**config.mk**
```make
export PLATFORM = sky130hd
export DESIGN_NAME = reset_and_external_memory_port
export DESIGN_NICKNAME = d
export VERILOG_FILES = /design/src/inc/emport_pkg.sv /design/src/logic/reset_and_external_memory_port.sv
export SDC_FILE = /design/constraint.sdc
export NUM_CORES = 1
export LEC_CHECK = 0
export ABC_AREA = 0
export ABC_CLOCK_PERIOD_IN_PS = 2900
export BUFFER_PORTS_ARGS = -buffer_cell sky130_fd_sc_hd__buf_2
export CORE_MARGIN = 10
export CORE_UTILIZATION = 25
export CTS_CLUSTER_DIAMETER = 50
export DETAILED_ROUTE_END_ITERATION = 6
export PLACE_DENSITY = 0.45
export SLEW_MARGIN = 40
export SYNTH_ARGS = -nofsm -noshare
export SYNTH_HDL_FRONTEND = slang
export SYNTH_SLANG_ARGS = --single-unit
```
**constraint.sdc**
```tcl
create_clock -name clk_i -period 2.9 [get_ports clk_i]
set_clock_uncertainty 0.2 [all_clocks]
set_input_delay 0.29 -clock clk_i [delete_from_list [all_inputs] [get_ports clk_i]]
set_output_delay 0.29 -clock clk_i [all_outputs]
set_load 0.01 [all_outputs]
```
**src/inc/emport_pkg.sv**
```systemverilog
// Constants, types and register map of the external memory port.
//
// Overview of operation
// - Ignore reset pin lows shorter than five clocks.
// - Fifth clock latches core reset, hold 18+.
// - Core fetch starts at 000C after release.
// - Stop recovery keeps watchdog, recovery, port modes.
// - Drive reset pin low during power/watchdog resets.
// - Four reset sources; pin resets both cores.
// - Pin driven low 2000 clocks; signal core vector 0FFC.
// - Strap high disables core ROM; signal core internal.
// - Read/write line high reads, low writes.
// - Address strobe pulse per cycle, address out.
// - Software floats strobes, read/write, port 1, port 0 address nibbles.
// - Data strobe once per transfer, write data early.
// - Port 0 nibbles: I/O or high address.
// - Handshake on P32/P35, upper nibble sets direction.
// - Address 11-8 low nibble, 15-8 both nibbles.
// - Port 0 mode register selects nibble use.
// - Strap reset: port 0 address, extended timing.
// - ROM mode reset leaves port 0 inputs.
// - External fetch above 24575 or from 12.
// - Port 1 must be address/data before access.
package emport_pkg;

  // ==========================================================================
  // Timing.
  localparam int CLK_PERIOD_NS    = 5;
  localparam int FILTER_CLKS      = 4;
  localparam int STRETCH_CLKS     = 18;
  localparam int FETCH_DELAY_CLKS = 5;
  localparam int POR_TIME_NS      = 10000;
  localparam int POR_CLKS         = (POR_TIME_NS + CLK_PERIOD_NS - 1) / CLK_PERIOD_NS;
  localparam int AS_CLKS          = 1;
  localparam int DS_CLKS          = 3;
  localparam int EXT_WAIT_CLKS    = 4;

  // ==========================================================================
  // Addresses seen by the cores.
  localparam logic [15:0] CORE_START_ADDR  = 16'h000C;
  localparam logic [15:0] DSP_VECTOR_ADDR  = 16'h0FFC;
  localparam logic [15:0] ROM_EXT_BASE     = 16'h6000;
  localparam logic [15:0] EXTERNAL_PROGRAM_STRAP_EXT_BASE = 16'h000C;

  // ==========================================================================
  // Register byte offsets.
  localparam logic [7:0] OFS_CTRL     = 8'h00;
  localparam logic [7:0] OFS_STATUS   = 8'h04;
  localparam logic [7:0] OFS_P0_DATA  = 8'h08;
  localparam logic [7:0] OFS_MEM_ADDR = 8'h0C;
  localparam logic [7:0] OFS_MEM_DATA = 8'h10;
  localparam logic [7:0] OFS_MEM_CMD  = 8'h14;
  localparam logic [7:0] OFS_MODE23   = 8'h18;
  localparam logic [7:0] OFS_RECOV    = 8'h1C;

  // Field positions of status and command words.
  localparam int ST_BUSY    = 0;
  localparam int ST_ERR     = 1;
  localparam int ST_STRAP   = 2;
  localparam int ST_CAUSE   = 3;
  localparam int ST_HS_LINE = 5;
  localparam int ST_CORE_RST = 6;
  localparam int CMD_GO     = 0;
  localparam int CMD_WRITE  = 1;

  typedef enum logic [1:0] {P0_IN = 2'h0, P0_OUT = 2'h1, P0_ADDR = 2'h2} p0_mode_t;
  typedef enum logic [1:0] {CAUSE_POWER, CAUSE_WDOG, CAUSE_STOP, CAUSE_PIN} rst_cause_t;

  // Control word, low byte of control.
  typedef struct packed {
    logic     hs_en;
    logic     p1_addr_mode;
    logic     bus_float;
    logic     ext_timing;
    p0_mode_t p0_high;
    p0_mode_t p0_low;
  } ctrl_t;

  localparam ctrl_t CTRL_RST_ROM     = '{1'b0, 1'b0, 1'b0, 1'b0, P0_IN, P0_IN};
  localparam ctrl_t CTRL_RST_EXTERNAL_PROGRAM_STRAP = '{1'b0, 1'b1, 1'b0, 1'b1, P0_ADDR, P0_ADDR};
  localparam logic [15:0] MODE23_RST = 16'h0000;
  localparam logic [15:0] RECOV_RST  = 16'h0000;

endpackage : emport_pkg

```
**src/logic/reset_and_external_memory_port.sv**
```systemverilog
// Reset sequencer, port 0 handshake and external bus engine behind Wishbone.
//
// Chosen here: the register offsets and register access over Wishbone.
`timescale 1ns/10ps
`default_nettype none
module reset_and_external_memory_port
  import emport_pkg::*;
#(
  parameter int POR_CYCLES = POR_CLKS
) (
  input  wire logic        clk_i,
  input  wire logic        rst_i,
  input  wire logic        ce_i,
  // Wishbone slave.
  input  wire logic        wb_cyc_i,
  input  wire logic        wb_stb_i,
  input  wire logic        wb_we_i,
  input  wire logic [7:0]  wb_adr_i,
  input  wire logic [3:0]  wb_sel_i,
  input  wire logic [31:0] wb_dat_i,
  output logic [31:0]      wb_dat_o,
  output logic             wb_ack_o,
  // Reset pin, strap and internal reset sources.
  input  wire logic        reset_pin_n_i,
  output logic             reset_pin_n_o,
  output logic             reset_pin_oe_o,
  input  wire logic        external_program_strap_i,
  input  wire logic        watchdog_timeout_i,
  input  wire logic        stop_recovery_i,
  // Core side.
  output logic             core_rst_o,
  output logic             dsp_rst_o,
  output logic             core_fetch_start_o,
  output logic [15:0]      core_fetch_addr_o,
  output logic [15:0]      dsp_vector_addr_o,
  output logic             rom_disable_o,
  input  wire logic [15:0] core_fetch_query_i,
  output logic             core_fetch_external_o,
  // External memory bus.
  output logic             address_strobe_n_o,
  output logic             data_strobe_n_o,
  output logic             read_write_o,
  output logic             strobe_oe_o,
  input  wire logic [7:0]  address_data_port_i,
  output logic [7:0]       address_data_port_o,
  output logic             address_data_port_oe_o,
  input  wire logic [7:0]  high_address_port_i,
  output logic [7:0]       high_address_port_o,
  output logic [1:0]       high_address_port_oe_o,
  // Port 0 handshake lines on port 3.
  input  wire logic        hs_p32_i,
  output logic             hs_p35_o
);

  typedef enum logic [2:0] {BUS_IDLE, BUS_ADDR, BUS_GAP, BUS_DATA, BUS_END} bus_state_t;

  // ==========================================================================
  // Helpers.

  // Byte-lane merge for a 16-bit register.
  function automatic logic [15:0] merge16(input logic [15:0] old_v, input logic [31:0] new_v,
                                          input logic [3:0] sel);
    merge16 = {sel[1] ? new_v[15:8] : old_v[15:8], sel[0] ? new_v[7:0] : old_v[7:0]};
  endfunction : merge16

  // True when a core address lies outside internal ROM.
  function automatic logic is_external(input logic [15:0] addr, input logic external_program_strap);
    is_external = external_program_strap ? (addr >= EXTERNAL_PROGRAM_STRAP_EXT_BASE) : (addr >= ROM_EXT_BASE);
  endfunction : is_external

  // ==========================================================================
  // Two-stage synchronisers on every pin input.
  logic [1:0] rst_pin_sync;
  logic [1:0] strap_sync;
  logic [1:0] p32_sync;
  logic       p32_prev;
  logic [7:0] p1_meta;
  logic [7:0] p1_sync;
  logic [7:0] p0_meta;
  logic [7:0] p0_sync;

  always_ff @(posedge clk_i) begin
    if (ce_i) begin
      rst_pin_sync <= {rst_pin_sync[0], reset_pin_n_i};
      strap_sync   <= {strap_sync[0], external_program_strap_i};
      p32_sync     <= {p32_sync[0], hs_p32_i};
      p32_prev     <= p32_sync[1];
      p1_meta      <= address_data_port_i;
      p1_sync      <= p1_meta;
      p0_meta      <= high_address_port_i;
      p0_sync      <= p0_meta;
    end
  end

  // ==========================================================================
  // Reset sequencing.
  localparam int POR_W = $clog2(POR_CYCLES + 1);

  logic [2:0]       filt_cnt;
  logic [4:0]       stretch_cnt;
  logic [POR_W-1:0] por_cnt;
  logic [3:0]       fetch_cnt;
  logic             core_rst_reg;
  logic             dsp_rst_reg;
  logic             fetch_start_reg;
  rst_cause_t       cause_reg;
  logic             pin_drive;
  logic             pin_low;
  logic             pin_trigger;
  logic             full_clear;
  logic             any_clear;

  // The filter ignores the block's own drive on the pin.
  assign pin_drive   = (por_cnt != '0);
  assign pin_low     = ~rst_pin_sync[1] & ~pin_drive;
  assign pin_trigger = pin_low && (filt_cnt == 3'(FILTER_CLKS));
  // Stop recovery spares the preserved mode registers.
  assign full_clear  = rst_i | (core_rst_reg & (cause_reg != CAUSE_STOP));
  assign any_clear   = rst_i | core_rst_reg;

  // Counts consecutive low samples, saturating.
  always_ff @(posedge clk_i) begin
    if (rst_i) begin
      filt_cnt <= '0;
    end else if (ce_i) begin
      if (!pin_low) begin
        filt_cnt <= '0;
      end else if (filt_cnt != 3'(FILTER_CLKS)) begin
        filt_cnt <= filt_cnt + 3'h1;
      end
    end
  end

  // Pin drive interval for power-on and watchdog resets.
  always_ff @(posedge clk_i) begin
    if (rst_i) begin
      por_cnt <= POR_W'(POR_CYCLES);
    end else if (ce_i) begin
      if (watchdog_timeout_i && !core_rst_reg) begin
        por_cnt <= POR_W'(POR_CYCLES);
      end else if (pin_drive) begin
        por_cnt <= por_cnt - POR_W'(1);
      end
    end
  end

  // Core reset latch and stretch; a long pin low extends it.
  always_ff @(posedge clk_i) begin
    if (rst_i) begin
      core_rst_reg <= 1'b1;
      dsp_rst_reg  <= 1'b1;
      cause_reg    <= CAUSE_POWER;
      stretch_cnt  <= 5'(STRETCH_CLKS);
    end else if (ce_i) begin
      if (!core_rst_reg) begin
        if (pin_trigger) begin
          core_rst_reg <= 1'b1;
          dsp_rst_reg  <= 1'b1;
          cause_reg    <= CAUSE_PIN;
          stretch_cnt  <= 5'(STRETCH_CLKS);
        end else if (watchdog_timeout_i) begin
          core_rst_reg <= 1'b1;
          cause_reg    <= CAUSE_WDOG;
          stretch_cnt  <= 5'(STRETCH_CLKS);
        end else if (stop_recovery_i) begin
          core_rst_reg <= 1'b1;
          cause_reg    <= CAUSE_STOP;
          stretch_cnt  <= 5'(STRETCH_CLKS);
        end
      end else if (stretch_cnt != 5'h00) begin
        stretch_cnt <= stretch_cnt - 5'h01;
      end else if (!pin_low && !pin_drive) begin
        core_rst_reg <= 1'b0;
        dsp_rst_reg  <= 1'b0;
      end
    end
  end

  // First fetch a fixed delay after the stretched reset ends.
  always_ff @(posedge clk_i) begin
    if (any_clear) begin
      fetch_cnt       <= 4'(FETCH_DELAY_CLKS);
      fetch_start_reg <= 1'b0;
    end else if (ce_i) begin
      fetch_start_reg <= (fetch_cnt == 4'h1);
      if (fetch_cnt != 4'h0) begin
        fetch_cnt <= fetch_cnt - 4'h1;
      end
    end
  end

  // Strap is caught during power-on reset.
  logic strap_reg;
  always_ff @(posedge clk_i) begin
    if (ce_i && rst_i) begin
      strap_reg <= strap_sync[1];
    end
  end

  assign reset_pin_n_o         = 1'b0;
  assign reset_pin_oe_o        = pin_drive;
  assign core_rst_o            = core_rst_reg;
  assign dsp_rst_o             = dsp_rst_reg;
  assign core_fetch_start_o    = fetch_start_reg;
  assign core_fetch_addr_o     = CORE_START_ADDR;
  assign dsp_vector_addr_o     = DSP_VECTOR_ADDR;
  // The signal core always runs from internal ROM.
  assign rom_disable_o         = strap_reg;
  assign core_fetch_external_o = is_external(core_fetch_query_i, strap_reg);

  // ==========================================================================
  // Registers.
  ctrl_t       ctrl_reg;
  logic [15:0] mode23_reg;
  logic [15:0] recov_reg;
  logic [15:0] mem_addr_reg;
  logic [7:0]  mem_wdata_reg;
  logic [7:0]  mem_rdata_reg;
  logic [7:0]  p0_out_reg;
  logic [7:0]  p0_latch_reg;
  logic        err_reg;
  logic        mem_write_reg;
  logic        dav_n_reg;
  logic        rdy_reg;
  logic        ack_reg;
  logic [31:0] rdata_reg;
  bus_state_t  state_reg;
  logic [3:0]  phase_cnt;
  logic        wb_hit;
  logic        wr_hit;
  logic        go_req;
  logic        go_ok;
  logic        hs_out_dir;
  logic        hs_in_dir;
  logic        p32_fell;

  assign wb_hit     = wb_cyc_i & wb_stb_i & ~ack_reg;
  assign wr_hit     = wb_hit & wb_we_i;
  assign go_req     = wr_hit && wb_adr_i == OFS_MEM_CMD && wb_sel_i[0] && wb_dat_i[CMD_GO];
  assign go_ok      = go_req && state_reg == BUS_IDLE && ctrl_reg.p1_addr_mode;
  assign hs_out_dir = ctrl_reg.hs_en && ctrl_reg.p0_high == P0_OUT;
  assign hs_in_dir  = ctrl_reg.hs_en && ctrl_reg.p0_high == P0_IN;
  assign p32_fell   = p32_prev & ~p32_sync[1];

  // Preserved mode registers clear only on a full reset.
  always_ff @(posedge clk_i) begin
    if (full_clear) begin
      mode23_reg <= MODE23_RST;
      recov_reg  <= RECOV_RST;
    end else if (ce_i && wr_hit) begin
      if (wb_adr_i == OFS_MODE23) begin
        mode23_reg <= merge16(mode23_reg, wb_dat_i, wb_sel_i);
      end
      if (wb_adr_i == OFS_RECOV) begin
        recov_reg <= merge16(recov_reg, wb_dat_i, wb_sel_i);
      end
    end
  end

  // Control and address; the control reset value follows the strap.
  always_ff @(posedge clk_i) begin
    if (any_clear) begin
      ctrl_reg      <= strap_sync[1] ? CTRL_RST_EXTERNAL_PROGRAM_STRAP : CTRL_RST_ROM;
      mem_addr_reg  <= 16'h0000;
      mem_wdata_reg <= 8'h00;
      p0_out_reg    <= 8'h00;
    end else if (ce_i && wr_hit && wb_sel_i[0]) begin
      case (wb_adr_i)
        OFS_CTRL:     ctrl_reg      <= ctrl_t'(wb_dat_i[7:0]);
        OFS_P0_DATA:  p0_out_reg    <= wb_dat_i[7:0];
        OFS_MEM_DATA: mem_wdata_reg <= wb_dat_i[7:0];
        OFS_MEM_ADDR: mem_addr_reg  <= merge16(mem_addr_reg, wb_dat_i, wb_sel_i);
        default:      ;
      endcase
    end else if (ce_i && wr_hit && wb_adr_i == OFS_MEM_ADDR) begin
      mem_addr_reg <= merge16(mem_addr_reg, wb_dat_i, wb_sel_i);
    end
  end

  // Sticky refusal flag; a new refusal wins over a write-one clear.
  always_ff @(posedge clk_i) begin
    if (any_clear) begin
      err_reg <= 1'b0;
    end else if (ce_i) begin
      if (go_req && !go_ok) begin
        err_reg <= 1'b1;
      end else if (wr_hit && wb_adr_i == OFS_STATUS && wb_sel_i[0] && wb_dat_i[ST_ERR]) begin
        err_reg <= 1'b0;
      end
    end
  end

  // Port 0 handshake; the upper nibble direction picks the role.
  always_ff @(posedge clk_i) begin
    if (any_clear) begin
      dav_n_reg    <= 1'b1;
      rdy_reg      <= 1'b1;
      p0_latch_reg <= 8'h00;
    end else if (ce_i) begin
      if (wr_hit && wb_adr_i == OFS_P0_DATA && wb_sel_i[0] && hs_out_dir) begin
        dav_n_reg <= 1'b0;
      end else if (!dav_n_reg && p32_sync[1]) begin
        dav_n_reg <= 1'b1;
      end
      if (hs_in_dir && rdy_reg && p32_fell) begin
        p0_latch_reg <= p0_sync;
        rdy_reg      <= 1'b0;
      end else if (wb_hit && !wb_we_i && wb_adr_i == OFS_P0_DATA) begin
        rdy_reg <= 1'b1;
      end
    end
  end

  // ==========================================================================
  // Registered ack one cycle after the strobe; unmapped reads zero.
  always_ff @(posedge clk_i) begin
    if (rst_i) begin
      ack_reg   <= 1'b0;
      rdata_reg <= 32'h0000_0000;
    end else if (ce_i) begin
      ack_reg <= wb_hit;
      if (wb_hit && !wb_we_i) begin
        case (wb_adr_i)
          OFS_CTRL:     rdata_reg <= {24'h000000, ctrl_reg};
          OFS_STATUS:   rdata_reg <= {25'h0000000, core_rst_reg, hs_p35_o, cause_reg,
                                      strap_reg, err_reg, state_reg != BUS_IDLE};
          OFS_P0_DATA:  rdata_reg <= {24'h000000, hs_in_dir ? p0_latch_reg : p0_sync};
          OFS_MEM_ADDR: rdata_reg <= {16'h0000, mem_addr_reg};
          OFS_MEM_DATA: rdata_reg <= {24'h000000, mem_rdata_reg};
          OFS_MODE23:   rdata_reg <= {16'h0000, mode23_reg};
          OFS_RECOV:    rdata_reg <= {16'h0000, recov_reg};
          default:      rdata_reg <= 32'h0000_0000;
        endcase
      end
    end
  end

  assign wb_ack_o = ack_reg;
  assign wb_dat_o = rdata_reg;

  // ==========================================================================
  // Bus cycle: address, gap, data, recovery.
  always_ff @(posedge clk_i) begin
    if (any_clear) begin
      state_reg     <= BUS_IDLE;
      phase_cnt     <= 4'h0;
      mem_write_reg <= 1'b0;
      mem_rdata_reg <= 8'h00;
    end else if (ce_i) begin
      case (state_reg)
        BUS_IDLE: begin
          if (go_ok) begin
            state_reg     <= BUS_ADDR;
            phase_cnt     <= 4'(AS_CLKS - 1);
            mem_write_reg <= wb_dat_i[CMD_WRITE];
          end
        end
        BUS_ADDR: begin
          if (phase_cnt == 4'h0) begin
            state_reg <= BUS_GAP;
          end else begin
            phase_cnt <= phase_cnt - 4'h1;
          end
        end
        BUS_GAP: begin
          state_reg <= BUS_DATA;
          phase_cnt <= ctrl_reg.ext_timing ? 4'(DS_CLKS + EXT_WAIT_CLKS - 1)
                                           : 4'(DS_CLKS - 1);
        end
        BUS_DATA: begin
          if (phase_cnt == 4'h0) begin
            state_reg <= BUS_END;
            if (!mem_write_reg) begin
              mem_rdata_reg <= p1_sync;
            end
          end else begin
            phase_cnt <= phase_cnt - 4'h1;
          end
        end
        BUS_END: state_reg <= BUS_IDLE;
        default: state_reg <= BUS_IDLE;
      endcase
    end
  end

  // Strobes decode from the state, idle through a stretch.
  assign address_strobe_n_o     = ~(state_reg == BUS_ADDR);
  assign data_strobe_n_o        = ~(state_reg == BUS_DATA);
  assign read_write_o           = ~(mem_write_reg && state_reg != BUS_IDLE);
  assign strobe_oe_o            = ~ctrl_reg.bus_float;
  assign address_data_port_o    = (state_reg == BUS_ADDR) ? mem_addr_reg[7:0]
                                                          : mem_wdata_reg;
  // Write data drives from the gap, so it is settled when the data strobe falls.
  assign address_data_port_oe_o = ~ctrl_reg.bus_float && (state_reg == BUS_ADDR ||
                                  (mem_write_reg && state_reg != BUS_IDLE));

  // ==========================================================================
  // Port 0 nibbles; handshake mode copies the upper direction down.
  p0_mode_t nib_mode [2];
  assign nib_mode[1] = ctrl_reg.p0_high;
  assign nib_mode[0] = (ctrl_reg.hs_en && ctrl_reg.p0_high != P0_ADDR) ? ctrl_reg.p0_high
                                                                       : ctrl_reg.p0_low;

  for (genvar n = 0; n < 2; n++) begin : g_nibble
    assign high_address_port_o[4*n +: 4] = (nib_mode[n] == P0_ADDR)
                                           ? mem_addr_reg[8 + 4*n +: 4]
                                           : p0_out_reg[4*n +: 4];
    assign high_address_port_oe_o[n]     = (nib_mode[n] == P0_OUT) ||
                                           (nib_mode[n] == P0_ADDR && !ctrl_reg.bus_float);
  end

  assign hs_p35_o = hs_out_dir ? dav_n_reg : (hs_in_dir ? rdy_reg : 1'b1);

endmodule : reset_and_external_memory_port
`default_nettype wire

```
==> impl_results.md, run 1 <==
* Status: complete, no violations
* DP Wirelength at 19500 microns
* Top Ports at 183
* Final GP Congestion at 0.782
* CTS tree: yes
* Worst Path Max Fanout at 7
* Post-synth EDFFs at 48
* First-pass iteration count of the detailed router at 5
* Root Driver: clkbuf_16
* Worst slew pin tran at 781 ps
* Number of global-route vias before repair at 6880
* Worst skew pair latency at 440 ps
* Yosys cell types at 71
* Row Count at 68
* IO buf count at 113
* Total Wirelength at 26300 microns
* Flops & latches, synth at 184
* Fin crit share at 87.6%
* Core ar. at 34500 sq um
* DR DRC count at 0
* RR Endpoint: wb_dat_o[15]
* Dpl cell area at 9790 sq um
* Final Max Tran Viols at 0
* Post-synthesis sequential area ratio at 47.6%
* Fmax at 394 MHz
* Initial antenna violation count at 0
* Syn Std Cell Area at 8750 sq um
* Layout cell share with drive strength beyond 1 at 22.1%
* Die X at 207 microns
* Synthesized instance count at 865
* H-Tree Depth at 4
* Hold Crit Class: input pin to flop
* Num CTS Buffers at 17
* Number of setup violations in the final report at 0
* Starting Density at 25.3%
* VDD IR-drop max at 296 uV
* Pin count of the biggest net entering global routing at 42
* Area leader, netlist: dfxtp_1
* Fin util at 30.9%
* R2R Setup Slk at 500 ps
* RSZ-0062 raised after global routing: false
* Hold path depth at 3
* Max cap viols at 0
* Crit. End Element: primary output
* Slew headroom at 47.9%
* Synth Warn # at 0
* Top cell type's share of synthesized area at 31.1%
* Area growth syn-to-layout at 22.0%
* Synth area leaders: dfxtp_1 (31%), edfxtp_1 (16%), mux2i_1 (11%)
* GRT Total Usage at 12.0%
* Design area at 10700 sq um
* Final Hold Vio Count at 0
* Crit path kind: flop to primary output
* DR vias at 6700
* First-pass GRT wire length at 41000 microns
* Aggregate global routing overflow at 0
* Reg2reg start: wb_ack_o
* Via density at 4.53
* Wire per inst at 17.8 microns
* CP Launch Type: flop
* Post-route minimum period at 2540 ps
* Arr. time, crit path at 2050 ps
* Antenna cells at 0
* Post-CTS Setup Inserts at 0
* Clock Sink Count at 184
* Hold path endpoint: p0_out_reg[5]
* R2R depth at 4
* WP data required at 2410 ps
* Power Density at 516 nW/um^2
* Iter 0 DRT Violations at 443
* Reg clk slew, reported paths at 80 ps
* Hold wc startpoint: wb_dat_i[5]
* Final nets at 1108
* Asr flop ratio synth at 0%
* Die area at 42900 sq um
* Tot Pwr at 5.50 mW
* Top FF cell, synth: dfxtp_1
* Leakage at 3.82 nW
* Final TNS setup at 0 ps
* Antenna Nets Post-Route at 0
* Die Y-Extent at 207 microns
* CTS max path bufs at 2
* Syn Area/Cell at 10.1 sq um
-- worst max-delay path, cell delays in order (launching register included) --
cell	delay (ps)
edfxtp_1	480
nand2b_1	210
a21oi_1	220
buf_4	190
mux2_2	360
buf_2	150
-- cell type report --
type / count / area, sq um
multi-input cells: 614 / 4150
repair buffers: 176 / 1120
inverters: 19 / 71.3
clock buffers: 18 / 450
fillers: 3631 / 23900
clock inverters: 14 / 145
flip-flops and latches: 184 / 4160
well taps: 455 / 569
-- how the worst max path moves through the flow --
stage	start	to	slack (ps)	cells after the start
after floorplan	wb_adr_i[2]	ctrl_reg[0]	280	3
after global placement	wb_adr_i[7]	p0_out_reg[5]	410	6
after detailed placement	wb_adr_i[7]	wb_dat_o[15]	380	5
after CTS	ctrl_reg[2]	high_address_port_o[0]	300	5
after global routing	state_reg[0]	address_data_port_o[6]	200	5
final	ctrl_reg[2]	high_address_port_o[0]	360	5
-- stage by stage --
stage               hold slack, ps  instances  worst slack [ps]
floorplan                      189        912               284
global placement               201       1420               414
detailed placement             205       1420               378
CTS                           10.2       1480               299
global route                  32.9       1480               203
finish                        18.1       1480               361
-- Yosys cell counts (8+ instances only) --
library cell and n:
a22o_1 10, clkbuf_1 32, nor2_1 106, mux2_2 22, a21oi_1 28, or3_1 8
nor4_4 8, o211ai_1 9, ha_1 9, nand3_1 13, edfxtp_1 48, nand2_1 52
buf_4 50, inv_1 18, nor3_1 13, a22oi_1 12, o21ai_0 34, nor4_1 8
nand4_1 12, mux2i_1 98, dfxtp_1 136
-- layout by cell type (no fill, tap or decap), types with 5 or more instances in the layout --
master,count
dfxtp_1,136
buf_2,113
nor2_1,106
mux2i_1,98
nand2_1,52
conb_1,49
edfxtp_1,48
o21ai_0,34
buf_4,34
a21oi_1,28
dlygate4sd3_1,28
mux2_2,22
inv_1,18
clkbuf_16,18
nand3_1,13
nor3_1,13
nand4_1,12
a22oi_1,12
a22o_1,10
o211ai_1,9
ha_1,9
nor4_4,8
or3_1,8
nand2b_1,7
nor4_1,7
and2_1,7
nor2b_1,6
nand3b_1,6
a31oi_1,6
and3_1,6
or2_2,5
a211oi_1,5
inv_6,5
-- timing repair --
| action | in CTS | in global routing |
|---|---|---|
| resized for setup | 0 | 0 |
| hold buffers | 28 | 0 |
| endpoints found under the hold margin | 44 | 0 |
-- per-layer routing --
| metal | up-vias | share of wire [%] | global-route usage (%) |
|---|---|---|---|
| met5 | - | 0 | 0 |
| met4 | 0 | 1.6 | 3.84 |
| li1 | 3336 | - | - |
| met3 | 22 | 4.5 | 2.48 |
| met2 | 160 | 45 | 18.6 |
| met1 | 3182 | 49 | 16.4 |
-- power breakdown --
part           total, mW  switching, mW  internal (mW)  leakage, nW
clock network       2.38           1.10           1.27        0.291
registers           2.74         0.0438           2.70         1.58
logic              0.380          0.234          0.145         1.94
total               5.50           1.38           4.12         3.82
-- cell families after synthesis --
| family | Yosys count | synth area share [%] |
|---|---|---|
| simple gates | 293 | 18.9 |
| flops | 184 | 47.6 |
| compound gates | 138 | 10.5 |
| mux | 120 | 14.0 |
| buf+inv | 114 | 7.14 |
| fa+ha+maj | 9 | 1.29 |
| xor+xnor | 5 | 0.501 |
| other cells | 2 | 0.0859 |
Power figures use the tool's default switching activity.
==> run 2: changes to the inputs <==
--- a/config.mk
+++ b/config.mk
@@ -6,13 +6,14 @@
 export NUM_CORES = 1
 export LEC_CHECK = 0
 export ABC_AREA = 0
-export ABC_CLOCK_PERIOD_IN_PS = 2900
+export ABC_CLOCK_PERIOD_IN_PS = 2100
 export BUFFER_PORTS_ARGS = -buffer_cell sky130_fd_sc_hd__buf_2
+export CORE_ASPECT_RATIO = 0.8
 export CORE_MARGIN = 10
 export CORE_UTILIZATION = 25
 export CTS_CLUSTER_DIAMETER = 50
 export DETAILED_ROUTE_END_ITERATION = 6
-export PLACE_DENSITY = 0.45
+export PLACE_DENSITY = 0.46
 export SLEW_MARGIN = 40
 export SYNTH_ARGS = -nofsm -noshare
 export SYNTH_HDL_FRONTEND = slang
==> constraint.sdc (replaced) <==
create_clock -name clk_i -period 2.1 [get_ports clk_i]
set_clock_uncertainty 0.2 [all_clocks]
set_input_delay 0.21 -clock clk_i [delete_from_list [all_inputs] [get_ports clk_i]]
set_output_delay 0.21 -clock clk_i [all_outputs]
set_load 0.01 [all_outputs]
==> impl_results.md, run 2 (synthesis gave the netlist of run 1 again) <==
* VDD IR-drop max at 561 uV (+89%)
* Num CTS Buffers at 17 (unchanged)
* Worst slew pin tran at 534 ps (-247 ps)
* IO buf count at 113 (unchanged)
* Total Wirelength at 27900 microns (+6.0%)
* Arr. time, crit path at 1740 ps (-310 ps)
* FILL cells at 3555 (-2.1%)
* Wire per inst at 17.6 microns (-0.83%)
* Die area at 42900 sq um (+0.11%)
* Power Density at 654 nW/um^2 (+27%)
* DR DRC count at 0 (unchanged)
* Top Ports at 183 (unchanged)
* Leakage at 4.36 nW (+14%)
* Dpl cells at 1498 (+5.5%)
* Aggregate global routing overflow at 0 (unchanged)
* RSZ-0062 raised after global routing: true
* Reg clk slew, reported paths at 80 ps (about the same)
* Final TNS setup at -455 ps (-455 ps)
* Antenna cells at 0 (unchanged)
* Most frequent cells in the layout: dfxtp_1 (128), nor2_1 (106), buf_2 (103)
* Final Max Tran Viols at 0 (unchanged)
* R2R depth at 6 (+2)
* Post-route minimum period at 2150 ps
* Pin count of the biggest net entering global routing at 33 (-21%)
* Worst Path Max Fanout at 4 (-3)
* Iter 0 DRT Violations at 385 (-13%)
* Non-Filler Instances at 1582 (+6.9%)
* Number of setup violations in the final report at 13 (+13)
* Final GP Congestion at 0.839 (+7.3%)
* Row Count at 61 (-10%)
* Die Y-Extent at 187 microns (-9.5%)
* Design area at 11800 sq um (+11%)
* Antenna Nets Post-Route at 0 (unchanged)
* Die X at 229 microns (+11%)
* Slew headroom at 64.0% (+16 points)
* Crit. End Element: primary output
* Worst skew pair latency at 450 ps (about the same)
* Root Driver: clkbuf_16
* Dpl cell area at 10400 sq um (+6.5%)
* Hold Crit Class: input pin to flop
* Final worst setup slack at -53.4 ps (-414 ps)
* WP data required at 1690 ps (-720 ps)
* Core ar. at 34700 sq um (+0.31%)
* H-Tree Depth at 4 (unchanged)
* Hold path depth at 4 (+1)
* DR vias at 7158 (+6.8%)
* Final Hold Vio Count at 0 (unchanged)
* First-pass iteration count of the detailed router at 5 (unchanged)
* Clock Sink Count at 184 (unchanged)
* Most common cell after layout, fill and taps aside: dfxtp_1
* Max cap viols at 0 (unchanged)
* Violated checks: negative setup slack
* Number of global-route vias before repair at 7102 (+3.2%)
* Fmax at 464 MHz
* DP Wirelength at 21000 microns (+7.4%)
* Initial antenna violation count at 1 (+1)
* GRT Total Usage at 12.7% (+0.71 points)
* Area growth syn-to-layout at 35.3%
* CTS max path bufs at 2 (unchanged)
* Crit path kind: flop to primary output
* Status: complete, but fails checks
* First-pass GRT wire length at 42700 microns (+4.3%)
* Starting Density at 25.2% (-0.079 points)
* Fin crit share at 103%
* Via density at 4.52 (about the same)
* Layout cell share with drive strength beyond 1 at 30.1% (+7.9 points)
* Final nets at 1193 (+7.7%)
* CP Launch Type: flop
* CTS tree: yes
run 2: cell count changes in the layout (fill, tap and decap cells not counted), sizes merged:
| cell | change |
|---|---|
| clkbuf | -1 |
| clkinvlp | -1 |
| dlygate4sd3 | +11 |
| inv | -5 |
| bufinv | -1 |
| clkinv | +8 |
| buf | +74 |
run 2: worst max-delay path, cell delays in order, from the launching register on:
cell and delay [ps]:
edfxtp_1 400, nand2b_4 180, a21oi_4 140, buf_6 150, mux2_4 310, buf_6 120
run 2: layout make-up:
class	count	area [sq um]	share of cell area, %
clock buffer	17	425	3.60
sequential	184	4170	35.3
timing repair buffer	261	2020	17.0
multi-input combinational	614	4370	36.9
inverter	19	75.1	0.634
clock inverter	15	185	1.56
tap	472	591	4.99
run 2: metal layers:
layer	global-route usage (%)	vias to the layer above	wire length [microns]	share of wire (%)
met3	3.21	23	1400	5.0
met1	18.0	3464	14100	50
met2	18.8	160	12100	43
met4	3.28	2	341	1.2
li1	-	3509	-	-
met5	0	-	13	0.047
run 2: through the flow:
stage	hold slack (ps)	power [mW]	setup slack (ps)	utilization, %
6_report	82.6	7.74	-53.4	34.1
5_1_grt	99.7	8.04	-120	34.1
4_1_cts	73.9	7.80	-80.6	33.6
3_5_place_dp	188	4.44	-102	30.1
3_3_place_gp	190	4.43	-69.9	30.1
2_1_floorplan	109	4.19	-15.5	-
run 2: where the power goes:
group / switching (mW) / internal [mW] / total (mW)
registers: 0.0560 / 3.73 / 3.79
clock network: 1.67 / 1.61 / 3.28
logic: 0.379 / 0.293 / 0.672
run 2: path summary, 6_finish.rpt:
kind                    start                      to  slack [ps]
hold reg to reg    p0_meta[7]              p0_sync[7]         220
setup reg to reg   por_cnt[1]             por_cnt[10]         -40
setup / recovery  ctrl_reg[2]  high_address_port_o[3]         -50
hold / removal    wb_dat_i[0]        mem_wdata_reg[0]          80
run 2: timing repair:
| item | 4_1_cts | 5_1_grt |
|---|---|---|
| pin swaps | 10 | 5 |
| gates resized for setup | 44 | 33 |
| setup buffers | 6 | 6 |
| cloned | 1 | 0 |
| hold endpoints to repair | 88 | 0 |
| setup endpoints to repair | 29 | 73 |
| hold buffers | 39 | 0 |
==> run 3: changes to the inputs <==
--- a/config.mk
+++ b/config.mk
@@ -13,7 +13,7 @@
 export CORE_UTILIZATION = 25
 export CTS_CLUSTER_DIAMETER = 50
 export DETAILED_ROUTE_END_ITERATION = 6
-export PLACE_DENSITY = 0.46
+export SETUP_SLACK_MARGIN = 0.4
 export SLEW_MARGIN = 40
 export SYNTH_ARGS = -nofsm -noshare
 export SYNTH_HDL_FRONTEND = slang
==> impl_results.md, run 3 (synthesis gave the netlist of run 1 again) <==
* Status: complete, but fails checks
* Violated checks: negative setup slack
* Dpl cell area at 10600 sq um (+1.2%)
* Row Count at 61 (unchanged)
* Num CTS Buffers at 17 (unchanged)
* Final GP Congestion at 0.871 (+3.8%)
* Final Hold Vio Count at 0 (unchanged)
* First-pass GRT wire length at 43500 microns (+1.8%)
* H-Tree Depth at 4 (unchanged)
* Final worst setup slack at -37.1 ps (+16.4 ps)
* RSZ-0062 raised after global routing: true
* Sequential Power Share at 48.9% (about the same)
* Number of setup violations in the final report at 12 (-1)
* CP Launch Type: flop
* Core ar. at 34700 sq um (unchanged)
* Root Driver: clkbuf_16
* Wire per inst at 17.9 microns (+1.4%)
* Int Pwr at 5.72 mW (+1.5%)
* Crit-path slowest cell: edfxtp_1
* Arr. time, crit path at 1730 ps (about the same)
* Fin crit share at 102% (-0.78 points)
* WP data required at 1690 ps (about the same)
* Initial antenna violation count at 3 (+2)
* Final nets at 1227 (+2.8%)
* Crit. End Element: primary output
* Die Y-Extent at 187 microns (unchanged)
* DR vias at 7571 (+5.8%)
* DR DRC count at 0 (unchanged)
* Antenna Nets Post-Route at 0 (unchanged)
* VDD IR-drop max at 512 uV (-8.8%)
* Layout cell share with drive strength beyond 1 at 40.1% (+10 points)
* Sw Pwr at 2.03 mW (-3.5%)
* First-pass iteration count of the detailed router at 5 (unchanged)
* FILL cells at 3367 (-5.3%)
* Register Area at 4200 sq um (+0.57%)
* Aggregate global routing overflow at 0 (unchanged)
* Die X at 229 microns (unchanged)
* Combinational cell fraction of total power at 10.4% (+1.7 points)
* Area growth syn-to-layout at 49.4%
* Worst Path Max Fanout at 4 (unchanged)
* Worst slew pin tran at 562 ps (+27.7 ps)
* CTS max path bufs at 2 (unchanged)
* Final Max Tran Viols at 0 (unchanged)
* Clock Sink Count at 184 (unchanged)
* Worst skew pair latency at 430 ps (-20 ps)
* Max cap viols at 0 (unchanged)
* Power Density at 593 nW/um^2 (-9.3%)
* DP Wirelength at 20100 microns (-4.2%)
* Crit path kind: flop to primary output
* Post-route minimum period at 2140 ps (-16.4 ps)
* Worst hold slack at 17.7 ps (-65.0 ps)
* Fmax at 468 MHz (+0.77%)
* Most frequent cells in the layout: dfxtp_1 (119), nor2_1 (101), mux2i_1 (92)
* GRT Total Usage at 12.7% (-0.029 points)
* Total Wirelength at 28900 microns (+3.8%)
* Reg clk slew, reported paths at 80 ps (about the same)
* Starting Density at 25.2% (unchanged)
* Design area at 13100 sq um (+10%)
* Leakage at 4.84 nW (+11%)
* Pin count of the biggest net entering global routing at 34 (+3.0%)
* Worst path cell trace: nand2b_4, a21oi_4, buf_12, mux2_4, buf_6
* Iter 0 DRT Violations at 414 (+7.5%)
* Slew headroom at 62.5% (-1.4 points)
* Hold Crit Class: input pin to flop
* Clk pwr share at 40.7% (-1.7 points)
* IO buf count at 113 (unchanged)
* Die area at 42900 sq um (unchanged)
* CP max stage delay at 420 ps (+20 ps)
* Number of global-route vias before repair at 7494 (+5.5%)
* Most common cell after layout, fill and taps aside: dfxtp_1
* Area of the multi-input gates at 4980 sq um (+14%)
* Sw Share at 26.2% (-0.99 points)
* Top Ports at 183 (unchanged)
* Via density at 4.68 (+3.4%)
* CTS tree: yes
[run 3: power groups by stage]
stage / clock [mW] / sequential, mW / combinational, mW
3_3_place_gp: 0 / 3.87 / 0.578
4_1_cts: 3.22 / 3.79 / 0.760
2_1_floorplan: 0 / 3.86 / 0.383
3_5_place_dp: 0 / 3.87 / 0.584
6_report: 3.15 / 3.79 / 0.802
5_1_grt: 3.37 / 3.80 / 0.856
[run 3: cell type report]
class | count | area share [%]
Sequential cell | 184 | 32.1
Timing Repair Buffer | 294 | 20.2
Antenna cell | 2 | 0.0383
Clock inverter | 15 | 1.10
Multi-Input combinational cell | 615 | 38.2
Clock buffer | 17 | 3.26
Inverter | 19 | 0.575
Tap cell | 472 | 4.52
[run 3: per-layer routing]
layer | vias to the layer above | track usage [%] | part of all wire [%]
met4 | 0 | 3.66 | 2.3
met2 | 256 | 20.5 | 47
li1 | 3587 | - | -
met1 | 3681 | 16.2 | 44
met3 | 47 | 3.55 | 7.1
met5 | - | 0 | 0
[run 3: path summary, 6_finish.rpt]
path / from / endpoint / slack, ps / depth (start not counted)
worst max register to register: por_cnt[1] / por_cnt[7] / -40 / 8
worst min-delay path: wb_dat_i[2] / mem_addr_reg[2] / 20 / 3
worst min register to register: p1_meta[1] / p1_sync[1] / 220 / 0
worst max-delay path: ctrl_reg[0] / high_address_port_o[3] / -40 / 5
[run 3: stage by stage]
step / TNS, ps / setup slack [ps] / cells / utilization, % / power, mW
global route: -1090 / -94.9 / 1618 / 37.7 / 8.03
floorplan: 0 / 14.4 / 912 / - / 4.25
detailed placement: -1340 / -101 / 1478 / 30.5 / 4.46
global placement: -531 / -50.3 / 1478 / 30.5 / 4.45
CTS: -350 / -56.7 / 1601 / 36.6 / 7.77
finish: -258 / -37.1 / 1618 / 37.7 / 7.75
[run 3: worst max-delay path: cells and delay by family, from the launching register on]
family	cells	cell delay, ps
compound gates	1	130
buf+inv	2	260
flops	1	420
mux	1	300
simple gates	1	180
[run 3: timing repair]
action / in CTS / in global routing
setup endpoints to repair: 144 / 162
pin swaps: 106 / 77
hold endpoints to repair: 75 / 0
gates resized for setup: 180 / 62
hold buffers: 38 / 0
setup buffers: 49 / 15
gates cloned: 4 / 0
